`config.mk`:
```
export PLATFORM = sky130hd
export DESIGN_NAME = coc_top
export DESIGN_NICKNAME = d
export VERILOG_FILES = /design/src/rtl/coc_pkg.sv /design/src/rtl/coc_sense.sv /design/src/rtl/coc_top.sv
export VERILOG_INCLUDE_DIRS = /design/src /design/src/rtl
export SDC_FILE = /design/constraint.sdc
export NUM_CORES = 1
export LEC_CHECK = 0
export ABC_AREA = 0
export BUFFER_PORTS_ARGS = -buffer_cell sky130_fd_sc_hd__buf_4
export CAP_MARGIN = 25
export CORE_AREA = 8 8 64 66
export DETAILED_ROUTE_END_ITERATION = 16
export DIE_AREA = 0 0 72 74
export GPL_ROUTABILITY_DRIVEN = 1
export GPL_TIMING_DRIVEN = 0
export PLACE_DENSITY = 0.76
export SLEW_MARGIN = 20
export SYNTH_ARGS = -nofsm -noshare
export SYNTH_HDL_FRONTEND = slang
export SYNTH_SLANG_ARGS = --single-unit
```
`constraint.sdc`:
```
create_clock -name clock_i -period 1.6 [get_ports clock_i]
set_input_delay 0.32 -clock clock_i [delete_from_list [all_inputs] [get_ports clock_i]]
set_output_delay 0.32 -clock clock_i [all_outputs]
set_load 0.01 [all_outputs]
```
`src/rtl/coc_params.svh`:
```
`ifndef COC_PARAMS_SVH
`define COC_PARAMS_SVH

// register byte offsets
`define COC_STAT_OFS 8'h20
`define COC_CTRL_OFS 8'h24
`define COC_INTEN_OFS 8'h04

// control register fields
`define COC_SRC_MSB 10
`define COC_SRC_LSB 9
`define COC_TLVL_BIT 7
`define COC_TRIGGER_SENSE_SELECT_MSB 6
`define COC_TRIGGER_SENSE_SELECT_LSB 5
`define COC_ILVL_BIT 4
`define COC_INTERRUPT_SENSE_SELECT_MSB 3
`define COC_INTERRUPT_SENSE_SELECT_LSB 2
`define COC_INV_BIT 1

// status and enable fields
`define COC_CURRENT_OUTPUT_VALUE_BIT 1
`define COC_INTEN_BIT 0

// reset values
`define COC_RST_BIT 1'b0
`define COC_RST_WORD 32'h0000_0000

`endif

```
`src/rtl/coc_pkg.sv`:
```
package coc_pkg;

    // sensing mode of one output path
    typedef enum logic [1:0] {
        COC_SENSE_LEVEL = 2'h0,
        COC_SENSE_FALL = 2'h1,
        COC_SENSE_RISE = 2'h2,
        COC_SENSE_BOTH = 2'h3
    } coc_sense_t;

    // positive input source
    typedef enum logic [1:0] {
        COC_SRC_PIN = 2'h0,
        COC_SRC_FIRST_POS = 2'h1,
        COC_SRC_INT_REF = 2'h2,
        COC_SRC_RSVD = 2'h3
    } coc_src_t;

endpackage

```
`src/rtl/coc_sense.sv`:
```
`timescale 1ns/1ps
`default_nettype none

module coc_sense (
    input wire logic cur_i,
    input wire logic prev_i,
    input wire coc_pkg::coc_sense_t sel_i,
    input wire logic lvl_i,
    output logic hit_o
);
    import coc_pkg::*;

    // level match or qualifying transition
    always_comb begin
        case (sel_i)
            COC_SENSE_LEVEL: hit_o = (cur_i == lvl_i);
            COC_SENSE_FALL: hit_o = prev_i & ~cur_i;
            COC_SENSE_RISE: hit_o = ~prev_i & cur_i;
            COC_SENSE_BOTH: hit_o = prev_i ^ cur_i;
            default: hit_o = 1'b0;
        endcase
    end

endmodule

`default_nettype wire

```
`src/rtl/coc_top.sv`:
```
// Decided for this implementation: the strobed register port and the register offsets.
`include "coc_params.svh"
`timescale 1ns/1ps
`default_nettype none

module coc_top #(
    parameter int ADDR_W = 8
) (
    input wire logic clock_i,
    input wire logic srst_i,
    input wire logic [ADDR_W-1:0] addr_i,
    input wire logic [31:0] wdata_i,
    input wire logic wr_i,
    input wire logic rd_i,
    output logic [31:0] rdata_o,
    input wire logic cmp_raw_i,
    output var coc_pkg::coc_src_t pos_src_sel_o,
    output logic irq_o,
    output logic adc_trig_o
);
    import coc_pkg::*;

    // control and enable register state
    coc_src_t src_sel;
    logic trig_lvl;
    coc_sense_t trig_sel;
    logic irq_lvl;
    coc_sense_t irq_sel;
    logic inv;
    logic inten;
    coc_src_t next_src_sel;
    logic next_trig_lvl;
    coc_sense_t next_trig_sel;
    logic next_irq_lvl;
    coc_sense_t next_irq_sel;
    logic next_inv;
    logic next_inten;

    // comparator path state
    logic sync1;
    logic sync2;
    logic cond_q;
    logic next_sync1;
    logic next_sync2;
    logic next_cond_q;
    logic cond;
    logic rst_q;
    logic next_rst_q;

    // outputs
    logic [31:0] next_rdata;
    logic next_irq;
    logic next_trig;
    logic irq_hit;
    logic trig_hit;
    logic wr_ctrl;
    logic wr_inten;

    assign wr_ctrl = wr_i && (addr_i == ADDR_W'(`COC_CTRL_OFS));
    assign wr_inten = wr_i && (addr_i == ADDR_W'(`COC_INTEN_OFS));

    // register writes
    always_comb begin
        next_src_sel = src_sel;
        next_trig_lvl = trig_lvl;
        next_trig_sel = trig_sel;
        next_irq_lvl = irq_lvl;
        next_irq_sel = irq_sel;
        next_inv = inv;
        next_inten = inten;
        if (wr_ctrl) begin
            if (coc_src_t'(wdata_i[`COC_SRC_MSB:`COC_SRC_LSB]) != COC_SRC_RSVD) begin
                next_src_sel = coc_src_t'(wdata_i[`COC_SRC_MSB:`COC_SRC_LSB]);
            end
            next_trig_lvl = wdata_i[`COC_TLVL_BIT];
            next_trig_sel = coc_sense_t'(wdata_i[`COC_TRIGGER_SENSE_SELECT_MSB:`COC_TRIGGER_SENSE_SELECT_LSB]);
            next_irq_lvl = wdata_i[`COC_ILVL_BIT];
            next_irq_sel = coc_sense_t'(wdata_i[`COC_INTERRUPT_SENSE_SELECT_MSB:`COC_INTERRUPT_SENSE_SELECT_LSB]);
            next_inv = wdata_i[`COC_INV_BIT];
        end
        if (wr_inten) begin
            next_inten = wdata_i[`COC_INTEN_BIT];
        end
    end

    always_ff @(posedge clock_i) begin
        if (srst_i) begin
            src_sel <= COC_SRC_PIN;
            trig_lvl <= `COC_RST_BIT;
            trig_sel <= COC_SENSE_LEVEL;
            irq_lvl <= `COC_RST_BIT;
            irq_sel <= COC_SENSE_LEVEL;
            inv <= `COC_RST_BIT;
            inten <= `COC_RST_BIT;
        end else begin
            src_sel <= next_src_sel;
            trig_lvl <= next_trig_lvl;
            trig_sel <= next_trig_sel;
            irq_lvl <= next_irq_lvl;
            irq_sel <= next_irq_sel;
            inv <= next_inv;
            inten <= next_inten;
        end
    end

    assign cond = sync2 ^ inv;

    always_comb begin
        next_sync1 = cmp_raw_i;
        next_sync2 = sync1;
        next_cond_q = cond;
    end

    always_ff @(posedge clock_i) begin
        if (srst_i) begin
            sync1 <= `COC_RST_BIT;
            sync2 <= `COC_RST_BIT;
            cond_q <= `COC_RST_BIT;
        end else begin
            sync1 <= next_sync1;
            sync2 <= next_sync2;
            cond_q <= next_cond_q;
        end
    end

    // reset seen one edge ago, keeps checks off the release edge
    always_comb begin
        next_rst_q = srst_i;
    end

    always_ff @(posedge clock_i) begin
        rst_q <= next_rst_q;
    end

    coc_sense u_trig_sense (
        .cur_i(cond),
        .prev_i(cond_q),
        .sel_i(trig_sel),
        .lvl_i(trig_lvl),
        .hit_o(trig_hit)
    );

    coc_sense u_irq_sense (
        .cur_i(cond),
        .prev_i(cond_q),
        .sel_i(irq_sel),
        .lvl_i(irq_lvl),
        .hit_o(irq_hit)
    );

    // read mux and event outputs
    always_comb begin
        next_rdata = `COC_RST_WORD;
        if (rd_i) begin
            case (addr_i)
                ADDR_W'(`COC_CTRL_OFS): begin
                    next_rdata[`COC_SRC_MSB:`COC_SRC_LSB] = src_sel;
                    next_rdata[`COC_TLVL_BIT] = trig_lvl;
                    next_rdata[`COC_TRIGGER_SENSE_SELECT_MSB:`COC_TRIGGER_SENSE_SELECT_LSB] = trig_sel;
                    next_rdata[`COC_ILVL_BIT] = irq_lvl;
                    next_rdata[`COC_INTERRUPT_SENSE_SELECT_MSB:`COC_INTERRUPT_SENSE_SELECT_LSB] = irq_sel;
                    next_rdata[`COC_INV_BIT] = inv;
                end
                ADDR_W'(`COC_STAT_OFS): begin
                    next_rdata[`COC_CURRENT_OUTPUT_VALUE_BIT] = cond;
                end
                ADDR_W'(`COC_INTEN_OFS): begin
                    next_rdata[`COC_INTEN_BIT] = inten;
                end
                default: begin
                    next_rdata = `COC_RST_WORD;
                end
            endcase
        end
        next_irq = irq_hit & inten;
        next_trig = trig_hit;
    end

    always_ff @(posedge clock_i) begin
        if (srst_i) begin
            rdata_o <= `COC_RST_WORD;
            irq_o <= `COC_RST_BIT;
            adc_trig_o <= `COC_RST_BIT;
            pos_src_sel_o <= COC_SRC_PIN;
        end else begin
            rdata_o <= next_rdata;
            irq_o <= next_irq;
            adc_trig_o <= next_trig;
            pos_src_sel_o <= next_src_sel;
        end
    end
endmodule

`default_nettype wire

```
; ---- Yosys cells after proc, flatten, opt, wreduce, memory -nomap -nowiden
; Index checks and enable logic that the tools add are counted.
[word_totals]
ram_bits = 0
n_memories = 0
input_bits = 45
word_cells = 49
mem_bits_ro = 0
register_bits = 47
latchBits = 0
[classes]
add_sub_neg = 0
magnitude_cmp = 0
shifts = 0
n_eq_ne = 12
n_div = 0
n_reduce_logical = 8
n_bitwise = 10
muxes = 3
n_mul = 0
[op_table]
columns = operator, count
row1 = equality test 8 x 6 -> 1 bit (second input constant), 2
row2 = equality test 2 bit (second input constant), 4
row3 = equality test 8 x 3 -> 1 bit (second input constant), 1
row4 = case mux 1 bit (4 select lines), 2
row5 = OR reduction 3 bit, 2
row6 = NOT 1 bit, 5
row7 = equality test 2 x 1 -> 1 bit (second input constant), 2
row8 = logical NOT 2 bit, 2
row9 = bitwise AND 1 bit, 3
row10 = equality test 1 bit, 2
row11 = logical AND 1 bit, 2
row12 = inequality test 2 bit (second input constant), 1
row13 = case mux 1 bit (2 select lines), 1
row14 = AND reduction 2 bit, 1
row15 = OR reduction 2 bit, 1
row16 = bitwise XOR 1 bit, 2

; ---- Depth between registers and ports, before layout
[logic_depth]
ltp_word = 5
depth_mapped = 4
ltp_nobuf = 3

; ---- Hierarchy
; A second synthesis with hierarchy kept.
[hier_totals]
cells_unflattened = 126
area_unflattened_um2 = 1241.2
[by_module_without_submodules]
columns = module, cells_each, area_per_inst_um2, instances, seq_area_each_um2
row1 = coc_top, 112, 1106.1, 1, 500.5
row2 = coc_sense, 7, 67.6, 2, 0.0

; ---- Worst setup path after synthesis
; OpenSTA, ideal clock, no wires.
[synth_timing]
kind = input to register
startpoint = input addr_i[3]
endpoint = register pos_src_sel_o[0]
arrival_ns = 1.439
stages = 4
path_slack_ns = 0.103
required_ns = 1.542
cell_sequence = or4b_4 > buf_6 > nor4_4 > o221a_2
[synth_via]
elab_chain_len = 3
[synth_rtl]
columns = element, line_no
row1 = from (decl), coc_top.sv:11  ; input wire logic [ADDR_W-1:0] addr_i,
row2 = equality test 8 x 6 -> 1 bit, coc_top.sv:59  ; assign wr_ctrl = wr_i && (addr_i == ADDR_W'(`COC_CTRL_OFS));
row3 = logical AND 1 bit, coc_top.sv:59
row4 = AND reduction 2 bit (no line), --
row5 = to (signal assigned), coc_top.sv:189  ; pos_src_sel_o <= next_src_sel;
row6 = to (decl), coc_top.sv:17  ; output var coc_pkg::coc_src_t pos_src_sel_o,
; No other way between the ends.
; A chain may end at the register's enable or synchronous reset.

; ---- Worst setup path after layout
; Ends and elaborated chain as after synthesis.

==> out/metrics.yaml <==
synth_xor_area_share_pct: 2.19
root_buffer: "clkbuf_4"
fin_worst_skew_ns: 0.00321
cp_cell_sequence: "buf_4 > nor4b_2 > nand3_1 > o221a_2"
syn_area_per_cell_sq_um: 9.76
cts_hold_buf: 0
synthesis.area_sq_um: 1200
pwr_density_cell_nw_per_um2: 662
areaGrowthSynthToFinish_pct: 35.8
drc: 0
clock_sinks: 25
fmax_mhz: 711
ir_drop_mv: 0.503
grtUsageTotal_pct: 10.3
initial_core_util_pct: 37.7
dieArea_sq_um: 5330
yosysUniqueCellTypes: 34
htreeDepth: 1
grt_pass1_vias: 1016
coreArea_sq_um: 3180
status: "completed"
synth_compound_gate_area_share_pct: 10.0
syn-instance-count: 123
drive_gt1_share_pct: 38.8
place.gp.congestion: 0.771
grt_max_degree: 16
cp_top_family: "simple AND/OR/NAND/NOR gates"
yosys.area.top_type_share_pct: 41.7
setup_viol_count_final: 0
post_cts_buffers: 0
grt_pass1_wl_mm: 4.42
initialDrtViolationCount: 35
hold_violations: 0
p_leak_nw: 0.744
grt_overflow: 0
clkTransAtPathRegs_ns: 0.13
maxSlewHeadroom_pct: 43.5
vias_per_cell: 4.36
switching_share_pct: 25.0
grt_antenna_before_repair: 0
required_ns: 1.83
final_net_count: 229
path_buf_inv: 1
slew_violations: 0
cp_max_fo: 9
dpl.hpwl_mm: 2.23
synth-async-reset-ratio_pct: 0
rsz0062_at_grt: "no"
synth_top_family_by_area: "simple AND/OR/NAND/NOR gates"
synth_ff_type: "dfxtp_1"
synth_area_leaders: "dfxtp_1 42%, buf_4 14%, o31ai_1 4.4%"
port_buffers: 35
p_clk_share_pct: 26.4
fillers: 313
crit_type: "in -> reg"
yosysWarnings: 0
post-route-min-period_ns: 1.41
io_pins: 81
maxCapViolations: 0
synthAdderAreaFrac_pct: 0
cts-buffers-inserted: 3
synth-seq-cells: 25
vias: 998
multi_input_area_sq_um: 573
cp_slowest_cell: "nor4b_2"
internal-power_mw: 0.809
clockBufferDepth: 2
die_w_um: 72
synth_edf_count: 0
cts_resized: 0
synthSimpleGateAreaFrac_pct: 26.2
fin_ws_ns: 0.193
power_frac_comb_pct: 15.2
wirelength_mm: 2.67
clk_latency_ns: 0.32
rows: 21
wl_per_cell_um: 11.7
power_switching_mw: 0.269
cp-end-kind: "flip-flop"
yosysSeqAreaShare_pct: 41.7
min_path_type: "in -> reg"
diodes: 0
tightest_slew_ns: 0.845
seqCellArea_sq_um: 500
tritoncts: "built"
synth_largest_area_cell: "dfxtp_1"
min_period_over_period_pct: 87.9
power_frac_seq_pct: 58.4
postRouteAntennaNets: 0
post-place-ws_ns: -0.139
dieHeight_um: 74
start_kind: "input pin"
cp_slowest_stage_delay_ns: 0.75
arrival_ns: 1.63
first_pass_iters: 4
post-route-util_pct: 51.2
synth.area.mux_share_pct: 2.50
## layout make-up
type | instances | area share [%]
multi-input combinational | 89 | 35.2
sequential | 25 | 30.7
timing repair buffer | 35 | 16.1
buffer | 26 | 11.7
tap | 46 | 3.53
clock buffer | 3 | 1.38
inverter | 4 | 0.922
clock inverter | 1 | 0.461
## synthesized netlist by cell type, drive strengths merged, types with 3 or more instances
library cell / n
a21oi: 7
and2: 8
buf: 25
dfxtp: 25
inv: 3
mux2i: 3
nand3: 3
nand4: 7
nor2b: 3
nor3: 5
nor4: 3
o31ai: 7
## path summary, 6_finish.rpt
path	cells after the start	slack, ns	from	endpoint
max	4	0.19	addr_i[3]	pos_src_sel_o[0]
min	2	0.17	srst_i	next_sync2
max reg2reg	3	0.31	inv	adc_trig_o
min reg2reg	1	0.46	next_sync2	sync2
## stage by stage
step | instance area, sq um | power (mW) | cells | setup TNS, ns | hold WS [ns]
detailed placement | 1600 | 0.804 | 225 | -1.39 | 0.435
global placement | 1600 | 0.803 | 225 | -1.21 | 0.423
CTS | 1630 | 1.09 | 229 | 0 | 0.162
global route | 1630 | 1.13 | 229 | 0 | 0.150
finish | 1630 | 1.08 | 229 | 0 | 0.172
floorplan | 1280 | 0.745 | 144 | 0 | 0.392
## routing by layer
metal  global-route usage (%)  wire length, um
met1                     11.2             1160
met2                     16.8             1200
met3                     5.80              280
met4                     2.72               28
met5                        0                0
## worst register-to-register path, delay by kind of cell (launching register included)
kind	cells	cell delay [ns]
AO/OA/AOI/OAI	1	0.09
flip-flops	1	0.38
XOR/XNOR	1	0.46
multiplexers	1	0.24
## state kept, by name, indices dropped and copies added (netlist names)
signal,cells
irq_lvl,1
trig_lvl,1
cond_q,1
rdata_o,10
sync2,1
irq_sel,2
inv,1
pos_src_sel_o,2
trig_sel,2
inten,1
irq_o,1
adc_trig_o,1
next_sync2,1
## kinds of logic (layout without fill, tap and decap cells)
group                  Yosys count  count (layout)
XOR/XNOR                         3               3
buffers and inverters           30              69
multiplexers                     3               3
AND/OR/NAND/NOR                 43              43
AO/OA/AOI/OAI                   18              18
other                            1              22
flip-flops                      25              25
## cells in the final DEF (no fill, tap or decap)
cell / n
inv_1: 3
nor3_4: 1
nor4b_2: 2
nor3b_1: 2
or4_1: 1
conb_1: 22
nand2b_1: 1
xor2_1: 1
clkinvlp_4: 1
nor2b_1: 3
or4b_1: 1
o31ai_1: 7
xnor2_1: 2
clkinv_1: 1
and2_1: 8
nand2_1: 2
mux2i_1: 3
o221a_2: 1
a31oi_1: 2
buf_6: 1
dfxtp_1: 25
buf_2: 2
nor4_1: 2
or4b_4: 1
clkbuf_4: 3
nand3_1: 3
nand3b_1: 2
a21oi_1: 7
or3_2: 1
nor2_1: 1
nor3_1: 4
nor4_4: 1
nand4_1: 7
a41oi_1: 1
clkbuf_1: 1
buf_4: 57
## power groups by stage
stage / clock [mW] / combinational, mW / sequential, mW
after global routing: 0.321 / 0.179 / 0.631
after global placement: 0 / 0.159 / 0.644
final: 0.285 / 0.163 / 0.630
after detailed placement: 0 / 0.160 / 0.644
after floorplan: 0 / 0.100 / 0.644
after CTS: 0.299 / 0.160 / 0.630
(Power assumes the default switching activity.)
